==> src/verilog/fsw_pkg.sv <==
package fsw_pkg;

  // Clock and pin timing.
  localparam int CLK_PERIOD_NS = 4;
  localparam int T_GLITCH_NS = 5;
  // A strobe must outlast the longest pulse the flash treats as noise.
  localparam int STROBE_MIN_CYC = T_GLITCH_NS / CLK_PERIOD_NS + 1;

  localparam int ADDR_W = 21;
  localparam int DATA_W = 16;

  // APB register offsets.
  localparam logic [7:0] OFF_CTRL = 8'h00;
  localparam logic [7:0] OFF_ADDR = 8'h04;
  localparam logic [7:0] OFF_WDATA = 8'h08;
  localparam logic [7:0] OFF_CMD = 8'h0c;
  localparam logic [7:0] OFF_STATUS = 8'h10;
  localparam logic [7:0] OFF_RDATA = 8'h14;
  localparam logic [7:0] OFF_CODE = 8'h18;

  // Control register fields.
  localparam int CTRL_WP_LEVEL = 0;
  localparam int CTRL_VID_REQ = 1;
  localparam int CTRL_ACCEL_REQ = 2;
  localparam int CTRL_ALL_PROT = 3;
  localparam int CTRL_REGION_LOCKED = 4;
  localparam int CTRL_TOP_BOOT = 5;
  localparam logic [5:0] CTRL_RESET = 6'h00;

  // Status register fields.
  localparam int ST_BUSY = 0;
  localparam int ST_SECURED = 1;
  localparam int ST_REFUSED = 2;
  localparam int ST_READY = 3;
  localparam int ST_VID = 4;
  localparam int ST_ACCEL = 5;
  localparam int ST_PWR_DONE = 6;

  typedef enum logic [3:0] {
    OP_NONE = 4'h0,
    OP_READ = 4'h1,
    OP_PROG = 4'h2,
    OP_ERASE = 4'h3,
    OP_ENTER = 4'h4,
    OP_EXIT = 4'h5,
    OP_CMD3 = 4'h6,
    OP_PROT = 4'h7,
    OP_UNPROT = 4'h8,
    OP_HWRST = 4'h9
  } fsw_op_t;

  // Flash control and data pins as driven by the host.
  typedef struct packed {
    logic ce_n;
    logic we_n;
    logic oe_n;
    logic [ADDR_W-1:0] addr;
    logic [DATA_W-1:0] dq;
    logic dq_drv_n;
  } fsw_pins_t;

  localparam fsw_pins_t PINS_IDLE = '{ce_n: 1'b1, we_n: 1'b1, oe_n: 1'b1,
    addr: '0, dq: '0, dq_drv_n: 1'b1};

  // One bus cycle request.
  typedef struct packed {
    logic wr;
    logic [ADDR_W-1:0] addr;
    logic [DATA_W-1:0] data;
  } fsw_cyc_t;

endpackage

==> src/verilog/fsw_bus_cycle.sv <==
`timescale 1ns/1ps
module fsw_bus_cycle
  import fsw_pkg::*;
#(
  parameter int SETUP_CYC = 1,
  parameter int HOLD_CYC = 1,
  parameter int RD_WAIT_CYC = 32
) (
  input wire logic clk_i,
  input wire logic rst_i,
  input wire logic clk_en_i,
  input wire logic start_i,
  input wire fsw_cyc_t req_i,
  input wire logic [DATA_W-1:0] dq_i,
  output fsw_pins_t pins_o,
  output logic [DATA_W-1:0] rdata_o,
  output logic done_o
);

  if (SETUP_CYC < 1 || SETUP_CYC > 256 || HOLD_CYC < 1 || HOLD_CYC > 256 ||
      RD_WAIT_CYC < 1 || RD_WAIT_CYC > 256) begin : g_bad_param
    $error("fsw_bus_cycle: cycle counts must lie in 1..256");
  end

  typedef enum logic [2:0] {
    CY_IDLE = 3'b000,
    CY_SETUP = 3'b001,
    CY_PULSE = 3'b010,
    CY_HOLD = 3'b011,
    CY_SAMPLE = 3'b100
  } fsw_cyc_state_t;

  typedef struct packed {
    fsw_cyc_state_t st;
    logic [7:0] cnt;
    logic wr;
    fsw_pins_t pins;
    logic [DATA_W-1:0] rdata;
    logic done;
    logic [DATA_W-1:0] s1;
    logic [DATA_W-1:0] s2;
    logic [DATA_W-1:0] s3;
  } fsw_cyc_reg_t;

  localparam fsw_cyc_reg_t CYC_RESET = '{st: CY_IDLE, cnt: 8'h00, wr: 1'b0,
    pins: PINS_IDLE, rdata: '0, done: 1'b0, s1: '0, s2: '0, s3: '0};

  fsw_cyc_reg_t q, d;

  always_comb begin
    d = q;
    d.done = 1'b0;
    d.s1 = dq_i;
    d.s2 = q.s1;
    d.s3 = q.s2;
    case (q.st)
      CY_IDLE: begin
        if (start_i) begin
          // Chip select falls with output strobe still high.
          d.wr = req_i.wr;
          d.pins.addr = req_i.addr;
          d.pins.dq = req_i.data;
          d.pins.ce_n = 1'b0;
          d.pins.oe_n = 1'b1;
          d.pins.we_n = 1'b1;
          d.cnt = 8'(SETUP_CYC - 1);
          d.st = CY_SETUP;
        end
      end
      CY_SETUP: begin
        if (q.cnt == 8'h00) begin
          if (q.wr) begin
            d.pins.we_n = 1'b0;
            d.pins.dq_drv_n = 1'b0;
            d.cnt = 8'(STROBE_MIN_CYC - 1);
          end else begin
            d.pins.oe_n = 1'b0;
            d.cnt = 8'(RD_WAIT_CYC - 1);
          end
          d.st = CY_PULSE;
        end else begin
          d.cnt = q.cnt - 8'h01;
        end
      end
      CY_PULSE: begin
        if (q.cnt == 8'h00) begin
          if (q.wr) begin
            d.pins.we_n = 1'b1;
            d.cnt = 8'(HOLD_CYC - 1);
            d.st = CY_HOLD;
          end else begin
            d.st = CY_SAMPLE;
          end
        end else begin
          d.cnt = q.cnt - 8'h01;
        end
      end
      CY_SAMPLE: begin
        // Read data is taken only once two synchroniser stages agree.
        if (q.s2 == q.s3) begin
          d.rdata = q.s3;
          d.pins = PINS_IDLE;
          d.pins.addr = q.pins.addr;
          d.done = 1'b1;
          d.st = CY_IDLE;
        end
      end
      CY_HOLD: begin
        if (q.cnt == 8'h00) begin
          d.pins.ce_n = 1'b1;
          d.pins.dq_drv_n = 1'b1;
          d.done = 1'b1;
          d.st = CY_IDLE;
        end else begin
          d.cnt = q.cnt - 8'h01;
        end
      end
      default: d = CYC_RESET;
    endcase
  end

  always_ff @(posedge clk_i or posedge rst_i) begin
    if (rst_i) begin
      q <= CYC_RESET;
    end else if (clk_en_i) begin
      q <= d;
    end
  end

  assign pins_o = q.pins;
  assign rdata_o = q.rdata;
  assign done_o = q.done;

endmodule // fsw_bus_cycle

==> src/verilog/fsw_host_ctrl.sv <==
// Decided for this implementation: the APB interface to the registers and the placing of the registers.
`timescale 1ns/1ps
module fsw_host_ctrl
  import fsw_pkg::*;
#(
  parameter logic [ADDR_W-1:0] UNLK_ADDR1 = 21'h000555,
  parameter logic [DATA_W-1:0] UNLK_DATA1 = 16'h00aa,
  parameter logic [ADDR_W-1:0] UNLK_ADDR2 = 21'h0002aa,
  parameter logic [DATA_W-1:0] UNLK_DATA2 = 16'h0055,
  parameter int PWRUP_CYC = 64,
  parameter int RST_PULSE_CYC = 16,
  parameter int RD_WAIT_CYC = 32
) (
  input wire logic clk_i,
  input wire logic rst_i,
  input wire logic clk_en_i,
  input wire logic psel_i,
  input wire logic penable_i,
  input wire logic pwrite_i,
  input wire logic [7:0] paddr_i,
  input wire logic [31:0] pwdata_i,
  output logic [31:0] prdata_o,
  output logic pready_o,
  output logic pslverr_o,
  input wire logic [DATA_W-1:0] dq_i,
  input wire logic ready_pin_i,
  output logic [DATA_W-1:0] dq_o,
  output logic dq_oe_n_o,
  output logic [ADDR_W-1:0] addr_o,
  output logic ce_n_o,
  output logic we_n_o,
  output logic oe_n_o,
  output logic reset_n_o,
  output logic vid_en_o,
  output logic write_protect_accel_pin_o,
  output logic accelerated_program_o
);

  // A one-cycle power-up hold could look exactly like the reset state.
  if (PWRUP_CYC < 2 || PWRUP_CYC > 65535 || RST_PULSE_CYC < 1 ||
      RST_PULSE_CYC > 65535) begin : g_bad_param
    $error("fsw_host_ctrl: power-up 2..65535, reset pulse 1..65535");
  end

  typedef enum logic [2:0] {
    M_PWRUP = 3'b000,
    M_IDLE = 3'b001,
    M_ISSUE = 3'b010,
    M_WAIT = 3'b011,
    M_RSTPULSE = 3'b100
  } fsw_main_state_t;

  typedef struct packed {
    fsw_main_state_t st;
    logic [15:0] cnt;
    fsw_op_t op;
    logic [2:0] step;
    logic [2:0] last;
    logic [5:0] ctrl;
    logic [ADDR_W-1:0] addr;
    logic [DATA_W-1:0] wdata;
    logic [15:0] code;
    logic [DATA_W-1:0] rdata;
    logic secured;
    logic refused;
    logic pwr_done;
    logic rdy1;
    logic rdy2;
    logic rdy3;
    logic rdy;
  } fsw_main_reg_t;

  localparam fsw_main_reg_t MAIN_RESET = '{st: M_PWRUP, cnt: 16'h0000,
    op: OP_NONE, step: 3'h0, last: 3'h0, ctrl: CTRL_RESET, addr: '0,
    wdata: '0, code: 16'h0000, rdata: '0, secured: 1'b0, refused: 1'b0,
    pwr_done: 1'b0, rdy1: 1'b0, rdy2: 1'b0, rdy3: 1'b0, rdy: 1'b0};

  fsw_main_reg_t q, d;
  fsw_cyc_t cyc_req;
  fsw_pins_t pins;
  logic [DATA_W-1:0] cyc_rdata;
  logic cyc_done;
  logic cyc_start;
  logic wr_acc;
  logic cmd_ok;
  fsw_op_t new_op;

  // Every program or erase starts with the two unlock writes; erase repeats them before its second command word.
  function automatic fsw_cyc_t step_cycle(input fsw_op_t op,
                                          input logic [2:0] step,
                                          input logic [ADDR_W-1:0] addr,
                                          input logic [DATA_W-1:0] wdata,
                                          input logic [15:0] code);
    fsw_cyc_t c;
    logic [2:0] s;
    c = '{wr: 1'b1, addr: addr, data: wdata};
    s = (op == OP_ERASE && step > 3'h2) ? step - 3'h3 : step;
    case (op)
      OP_READ: c.wr = 1'b0;
      OP_PROT, OP_UNPROT: c.wr = 1'b1;
      default: begin
        if (s == 3'h0) begin
          c = '{wr: 1'b1, addr: UNLK_ADDR1, data: UNLK_DATA1};
        end else if (s == 3'h1) begin
          c = '{wr: 1'b1, addr: UNLK_ADDR2, data: UNLK_DATA2};
        end else if (step == 3'h2) begin
          c = '{wr: 1'b1, addr: UNLK_ADDR1, data: {8'h00, code[7:0]}};
        end else if (op == OP_ERASE) begin
          c = '{wr: 1'b1, addr: addr, data: {8'h00, code[15:8]}};
        end
      end
    endcase
    return c;
  endfunction

  assign wr_acc = psel_i && penable_i && pwrite_i && clk_en_i;
  assign new_op = fsw_op_t'(pwdata_i[3:0]);

  // Decides whether a command written by software may be started.
  always_comb begin
    cmd_ok = (q.st == M_IDLE);
    case (new_op)
      OP_READ, OP_ERASE, OP_CMD3:
        // Locked region must be left before the array is used.
        cmd_ok = cmd_ok && !(q.secured && q.ctrl[CTRL_REGION_LOCKED]);
      OP_PROG:
        cmd_ok = cmd_ok && !(q.secured && q.ctrl[CTRL_REGION_LOCKED]) &&
                 !(q.secured && q.ctrl[CTRL_ACCEL_REQ]);
      OP_ENTER, OP_EXIT, OP_HWRST: cmd_ok = cmd_ok;
      // Region lock needs the elevated reset level unless the secured region is mapped.
      OP_PROT: cmd_ok = cmd_ok && (q.ctrl[CTRL_VID_REQ] || q.secured);
      OP_UNPROT:
        cmd_ok = cmd_ok && q.ctrl[CTRL_VID_REQ] &&
                 q.ctrl[CTRL_ALL_PROT] && !q.secured;
      default: cmd_ok = 1'b0;
    endcase
  end

  always_comb begin
    d = q;
    cyc_start = 1'b0;
    d.rdy1 = ready_pin_i;
    d.rdy2 = q.rdy1;
    d.rdy3 = q.rdy2;
    if (q.rdy2 == q.rdy3) begin
      d.rdy = q.rdy3;
    end
    if (wr_acc) begin
      case (paddr_i)
        OFF_CTRL: d.ctrl = pwdata_i[5:0];
        OFF_ADDR: d.addr = pwdata_i[ADDR_W-1:0];
        OFF_WDATA: d.wdata = pwdata_i[DATA_W-1:0];
        OFF_CODE: d.code = pwdata_i[15:0];
        OFF_STATUS: begin
          if (pwdata_i[ST_REFUSED]) begin
            d.refused = 1'b0;
          end
        end
        OFF_CMD: begin
          if (cmd_ok) begin
            d.op = new_op;
            d.step = 3'h0;
            case (new_op)
              OP_PROG: d.last = 3'h3;
              OP_ERASE: d.last = 3'h5;
              OP_ENTER, OP_EXIT, OP_CMD3: d.last = 3'h2;
              default: d.last = 3'h0;
            endcase
            if (new_op == OP_HWRST) begin
              d.cnt = 16'(RST_PULSE_CYC - 1);
              d.st = M_RSTPULSE;
            end else begin
              d.st = M_ISSUE;
            end
          end else begin
            d.refused = 1'b1;
          end
        end
        default: d = d;
      endcase
    end
    case (q.st)
      M_PWRUP, M_RSTPULSE: begin
        // Strobes stay idle while the flash comes out of reset.
        if (q.cnt == 16'h0000) begin
          d.pwr_done = 1'b1;
          d.secured = 1'b0;
          d.st = M_IDLE;
        end else begin
          d.cnt = q.cnt - 16'h0001;
        end
      end
      M_IDLE: d.st = d.st;
      M_ISSUE: begin
        cyc_start = 1'b1;
        d.st = M_WAIT;
      end
      M_WAIT: begin
        if (cyc_done) begin
          if (q.op == OP_READ) begin
            d.rdata = cyc_rdata;
          end
          if (q.step == q.last) begin
            // Host tracks the boot-area mapping of the flash.
            if (q.op == OP_ENTER) begin
              d.secured = 1'b1;
            end else if (q.op == OP_EXIT) begin
              d.secured = 1'b0;
            end
            d.st = M_IDLE;
          end else begin
            d.step = q.step + 3'h1;
            d.st = M_ISSUE;
          end
        end
      end
      default: d = MAIN_RESET;
    endcase
    if (q.st == M_PWRUP && q.cnt == 16'h0000 && q == MAIN_RESET) begin
      d.cnt = 16'(PWRUP_CYC - 1);
      d.pwr_done = 1'b0;
      d.st = M_PWRUP;
    end
  end

  always_ff @(posedge clk_i or posedge rst_i) begin
    if (rst_i) begin
      q <= MAIN_RESET;
    end else if (clk_en_i) begin
      q <= d;
    end
  end

  assign cyc_req = step_cycle(q.op, q.step, q.addr, q.wdata, q.code);

  fsw_bus_cycle #(
    .SETUP_CYC(1),
    .HOLD_CYC(1),
    .RD_WAIT_CYC(RD_WAIT_CYC)
  ) u_cycle (
    .clk_i(clk_i),
    .rst_i(rst_i),
    .clk_en_i(clk_en_i),
    .start_i(cyc_start),
    .req_i(cyc_req),
    .dq_i(dq_i),
    .pins_o(pins),
    .rdata_o(cyc_rdata),
    .done_o(cyc_done)
  );

  always_comb begin
    prdata_o = 32'h00000000;
    pslverr_o = 1'b0;
    case (paddr_i)
      OFF_CTRL: prdata_o = {26'h0000000, q.ctrl};
      OFF_ADDR: prdata_o = {11'h000, q.addr};
      OFF_WDATA: prdata_o = {16'h0000, q.wdata};
      OFF_CMD: prdata_o = {28'h0000000, q.op};
      OFF_STATUS: prdata_o = {25'h0000000, q.pwr_done,
        q.ctrl[CTRL_ACCEL_REQ] && !q.secured,
        q.ctrl[CTRL_VID_REQ] && q.pwr_done, q.rdy, q.refused,
        q.secured, q.st != M_IDLE};
      OFF_RDATA: prdata_o = {16'h0000, q.rdata};
      OFF_CODE: prdata_o = {16'h0000, q.code};
      default: pslverr_o = psel_i && penable_i;
    endcase
  end

  assign pready_o = clk_en_i;
  assign dq_o = pins.dq;
  assign dq_oe_n_o = pins.dq_drv_n;
  assign addr_o = pins.addr;
  assign ce_n_o = pins.ce_n;
  assign we_n_o = pins.we_n;
  assign oe_n_o = pins.oe_n;
  assign reset_n_o = (q.st != M_PWRUP) && (q.st != M_RSTPULSE);
  // Elevated level only once the flash is out of power-up.
  assign vid_en_o = q.ctrl[CTRL_VID_REQ] && q.pwr_done;
  // Pin comes from a reset flop, so it is never left floating.
  assign write_protect_accel_pin_o = q.ctrl[CTRL_WP_LEVEL];
  // Accelerate level is withheld while the secured region is mapped.
  assign accelerated_program_o = q.ctrl[CTRL_ACCEL_REQ] &&
                                 !q.secured;

endmodule // fsw_host_ctrl

==> config.mk <==
export PLATFORM = sky130hd
export DESIGN_NAME = fsw_host_ctrl
export DESIGN_NICKNAME = d
export VERILOG_FILES = /design/src/verilog/fsw_pkg.sv /design/src/verilog/fsw_bus_cycle.sv /design/src/verilog/fsw_host_ctrl.sv
export SDC_FILE = /design/constraint.sdc
export NUM_CORES = 1
export LEC_CHECK = 0
export ABC_AREA = 1
export BUFFER_PORTS_ARGS = -buffer_cell sky130_fd_sc_hd__buf_4
export CORE_UTILIZATION = 30
export CTS_BUF_LIST = sky130_fd_sc_hd__clkbuf_16
export DETAILED_ROUTE_END_ITERATION = 8
export SYNTH_ARGS = -nofsm -noshare
export SYNTH_HDL_FRONTEND = slang
export SYNTH_SLANG_ARGS = --single-unit
==> constraint.sdc <==
create_clock -name clk_i -period 12.18 [get_ports clk_i]
set_input_delay 1.827 -clock clk_i [delete_from_list [all_inputs] [get_ports clk_i]]
set_output_delay 1.827 -clock clk_i [all_outputs]
set_load 0.005 [all_outputs]
# == Yosys cells after proc, flatten, opt, wreduce, memory -nomap -nowiden ==
# Cells that the tools add are included.
# word_totals
output_inout_bits,79
reg_bits,229
elab_cells,244
in_bits,63
# op_classes
magnitude_cmp,1
n_bitwise,8
eq_ne,56
mux,81
n_reduce_logical,63
addsub,4
# op_table
operator,count
$pmux 21 s7,1
$logic_not 111->1,1
$mux 111,1
$pmux 37 s3,1
$mux 16,6
$pmux 16 s2,3
$mux 38,2
$mux 37,2
$mux 62,1
$mux 29,2
$mux 58,1
$mux 52,1
$mux 48,1
$pmux 8 s5,1
$mux 3,11
$mux 8,4
$eq 4x3->1 const B,7
$ne 2x1->1 const B,13
$eq 8x5->1 const B,3
$mux 21,1
$mux 1,19
$mux 19,1
$reduce_and 3->1,6
$reduce_and 6->1,3
49 further kinds,121

# == Logic depth before layout (Yosys ltp) ==
# logic_depth
word_depth,13
depth_mapped,14
mapped_depth_nobuf,13

# == Cells and area by module ==
# From an unflattened synthesis, not the netlist that was laid out.
# unflattened
hier_cells,1802
area_unflattened_um2,13198.9
# by_module_without_submodules
mod,instances,cells_per_inst,seq_area_each_um2,area_per_inst_um2
fsw_host_ctrl,1,1084,2777.7,7299.5
fsw_bus_cycle,1,718,2957.8,5899.4

# == Worst setup path before layout ==
# No wires, ideal clock.
# synth_path
path_type,input-to-output
start,input paddr_i[0]
end,output prdata_o[4]
path_buffers,1
setup_slack_ps,7540
t_required_ps,10353
cell_stages,8
arrival_time_ps,2813
cell_sequence,inv_1 -> nand2_1 -> nor3_1 -> nand2_1 -> clkbuf_1 -> o22ai_1 -> nor2_1 -> o21ai_0
# synth_via
elab_chain_len,2
elab_cells_between_ends,8
classes_between,eq/ne: 6; mux: 1; reduce/logical: 1
# synth_lines
element,line_no,rtl
start: declaration,fsw_host_ctrl.sv:20,"input wire logic [7:0] paddr_i,"
$eq 8x5->1 (tied with other cells),fsw_host_ctrl.sv:255,case (paddr_i)
$pmux 21 s7 (*),fsw_host_ctrl.sv:255,
end: declaration,fsw_host_ctrl.sv:22,"output logic [31:0] prdata_o,"
# Every way passes the cells marked *; elsewhere a longest branch is shown, timed or not.

# == Worst setup path in the final report ==
# layout_path
start,input paddr_i[0]
end,output prdata_o[7]
# Same word-level chain as after synthesis.

==> impl_metrics.py <==
metrics = {
    "cts": {
        "clock_path_buffers": 3,
        "post_cts_buffers": 0,
        "cts.clk_slew.worst_paths_ns": 0.05,
        "hold_buffers": 0,
        "htree_levels": 1,
        "cts_resized": 0,
        "cts_buffers": 27,
        "cts_sinks": 229,
        "cts_tree": "yes",
        "clk_latency_ns": 0.55,
        "root_buffer": "clkbuf_16",
    },
    "global_routing": {
        "met2_usage": 0.262,
        "use_met3": 0.0203,
        "busiest_layer": "met2",
        "grt_use_met1": 0.245,
        "grt_pass1_vias": 10400,
        "grt_pass1_wl_um": 57400,
        "antenna_found_initial": 0,
        "grt-ovfl-total": 0,
        "gr-usage-all-layers": 0.169,
        "grt_max_degree": 102,
    },
    "worst_setup_path": {
        "cp_top_family": "buffers and inverters",
        "critPathRequiredTime_ns": 10.35,
        "arrival_ns": 3.84,
        "crit_chain": "buf_4 -> inv_1 -> nand2_1 -> nor3_1 -> nand2_1 -> clkinv_1 -> a21oi_1 -> o21ai_0 -> buf_4",
        "r2r_end": "u_cycle.pins_o[1]",
        "reg2reg_setup_slack_ns": 9.26,
        "endpoint": "prdata_o[7]",
        "critPathBufInv": 4,
        "critPathMaxFanout": 13,
        "criticalPathCategory": "primary input to primary output",
        "critPathLaunch": "paddr_i[0]",
        "crit_cells": 9,
        "critPathLaunchType": "primary input",
        "slowest_delay_ns": 0.52,
        "end_kind": "primary output",
        "crit-reg2reg-launch": "q[85]",
        "rr_worst_depth": 12,
        "slowest_stage": "clkinv_1",
    },
    "power_and_ir_drop": {
        "ir_worst_vdd_v": 0.000106,
        "internal-power_mw": 1.88,
        "p_sw_frac": 0.401,
        "switchingPower_mw": 1.26,
        "p_leak_nw": 7.22,
        "power-per-cell-area_nw_per_um2": 218,
        "pwr-share-clk": 0.260,
        "seqPwrFrac": 0.370,
        "pwr-share-comb": 0.369,
    },
    "timing": {
        "fmax_mhz": 177,
        "timing.final.crit_period_ns": 5.67,
        "rsz0062_at_grt": "false",
        "fin_worst_skew_ns": 0.0189,
        "setup_viol_count_final": 0,
        "setup_tns_ns": 0,
        "worst-slew-pin-transition_ns": 0.976,
        "slew_headroom": 0.349,
        "maxSlewViolCount": 0,
        "hold_viol": 0,
        "whs_ns": 0.476,
        "fin_crit_sh": 0.465,
        "fin_ws_ns": 6.51,
    },
    "finish": {
        "area_growth_pct": 15.2,
        "drive_above_1_share": 0.131,
        "finalNetCount": 1791,
        "antenna_cells": 0,
        "fin_cells": 2276,
        "final_core_util": 0.352,
    },
    "placement": {
        "dp_cells": 2227,
        "gp_congestion": 0.954,
        "pre_cts_slack_ns": 6.55,
        "dp_hpwl_um": 25800,
        "port_buffers": 119,
    },
    "die": {
        "die-area_um2": 42400,
        "io_pins": 142,
        "start_util": 0.305,
        "die_width_um": 206,
        "rows": 74,
        "coreArea_um2": 40900,
        "die_h_um": 206,
    },
    "drt": {
        "ant_nets": 0,
        "drt_iter0_markers": 880,
        "dr.pass1.iters": 5,
        "viasPerCell": 4.90,
        "avgRoutedWirePerCell_um": 15.7,
        "dr_total_vias": 11100,
        "drc_errors": 0,
        "wirelength_um": 35800,
    },
    "logic_synthesis": {
        "syn_inst": 1668,
        "syn_area_per_cell_um2": 7.49,
        "synth_seq_area_share": 0.459,
        "synth_ff_type": "dfrtp_1",
        "ys_ff_latch": 229,
        "ys.warnings.count": 0,
        "synth_edf_count": 0,
        "synthArstFlopShare": 1.00,
        "synth_cell_types": 45,
        "syn_area_um2": 12500,
    },
    "job": {
        "drv_cap": 0,
    },
    "min_path": {
        "hold_path_class": "flip-flop to flip-flop",
    },
    "outcome": {
        "status": "complete, no violations",
    },
}
[cell type report]
type | count | area, µm²
Timing Repair Buffer | 127 | 953
Fill cell | 4326 | 26500
Multi-Input combinational cell | 1161 | 5470
Clock buffer | 27 | 676
Sequential cell | 229 | 5740
Tap cell | 532 | 666
Clock inverter | 22 | 213
Inverter | 178 | 678
[metal layers]
metal  routed length [µm]  part of all wire
met3                 1830             0.051
met1                16900              0.47
met2                16000              0.45
met4                  961             0.027
met5                    0                 0
[logic make-up (layout without fill, tap and decap cells)]
group | after synthesis | after routing | share of synthesized area
AOI/OAI and AO/OA | 276 | 276 | 0.122
DFF | 229 | 229 | 0.459
other | 1 | 11 | 0.000300
and+or+nand+nor | 840 | 840 | 0.288
adders and majority gates | 4 | 4 | 0.00401
buffers and inverters | 288 | 354 | 0.106
xor gates and xnor gates | 30 | 30 | 0.0210
[worst register-to-register path, cell delays in order (launching register included)]
cell and delay, ns:
dfrtp_1 0.46, inv_1 0.14, ha_1 0.23, nand2_2 0.36
nand2_1 0.17, nor2_4 0.14, nand3_1 0.10, nand2_2 0.25
nand2_1 0.14, nand2_1 0.32, a21oi_1 0.08, o21ai_1 0.31
nand2_1 0.08
[worst min-delay path by stage]
| stage | start | endpoint | slack (ns) | cells past startpoint |
|---|---|---|---|---|
| floorplan | u_cycle.pins_o[10] | u_cycle.pins_o[10] | 0.44 | 2 |
| global placement | u_cycle.pins_o[0] | u_cycle.pins_o[0] | 0.46 | 2 |
| detailed placement | u_cycle.q[37] | u_cycle.q[37] | 0.47 | 2 |
| CTS | u_cycle.pins_o[13] | u_cycle.pins_o[13] | 0.48 | 2 |
| global route | u_cycle.q[42] | u_cycle.q[42] | 0.50 | 2 |
| finish | u_cycle.q[37] | u_cycle.q[37] | 0.48 | 2 |
[state kept, by name, indices dropped and copies added (netlist names)]
name and flops:
q 110, u_cycle.q 60, u_cycle.pins_o 41, u_cycle.rdata_o 16
u_cycle.done_o 1, write_protect_accel_pin_o 1
[Yosys cell counts (2+ instances only)]
cell type  number  area [µm²]
buf_2          21         105
buf_1           5        18.8
xnor2_1         4        35.0
dfstp_2         4         105
a31oi_1         3        18.8
nor4_1          2        12.5
nand4_1        35         219
o21ai_0       151         756
ha_1            4        50.1
buf_4          50         375
nor2_2         11        68.8
nand3b_1        3        22.5
inv_1         166         623
nand2_1       506        1900
inv_2          10        37.5
a21oi_1        44         220
o21ai_2        13         114
nand3_1       132         661
dfrtp_1       225        5630
nor2_1        114         428
nor2_4          6        67.6
o21ai_1        18        90.1
clkbuf_1       30         113
o221ai_1        2        17.5
buf_6           3        33.8
o31ai_1         2        15.0
o22ai_1        29         181
nand2_2         9        56.3
nor3_1         15        75.1
o211ai_1       10        75.1
xor2_1         26         228
a21oi_2         2        17.5
[power by group through the flow]
| stage | registers [mW] | clock network, mW | logic (mW) |
|---|---|---|---|
| 3_5_place_dp | 1.17 | 0 | 1.15 |
| 3_3_place_gp | 1.16 | 0 | 1.13 |
| 6_report | 1.16 | 0.816 | 1.16 |
| 5_1_grt | 1.19 | 0.864 | 1.32 |
| 4_1_cts | 1.16 | 0.837 | 1.16 |
| 2_1_floorplan | 1.12 | 0 | 0.883 |
[stage by stage]
stage               cell area [µm²]  total power, mW
floorplan                     12500             2.01
global placement              13500             2.30
detailed placement            13500             2.33
CTS                           14400             3.16
global route                  14400             3.37
finish                        14400             3.14
[placed cells by master (no fill, tap or decap), types with 29 or more instances in the layout]
master / instances
nand3_1: 132
o21ai_0: 151
buf_4: 127
dfrtp_1: 225
nor2_1: 114
nand4_1: 35
nand2_1: 506
a21oi_1: 44
o22ai_1: 29
inv_1: 171
No activity file was read; power rests on OpenSTA's default activity.
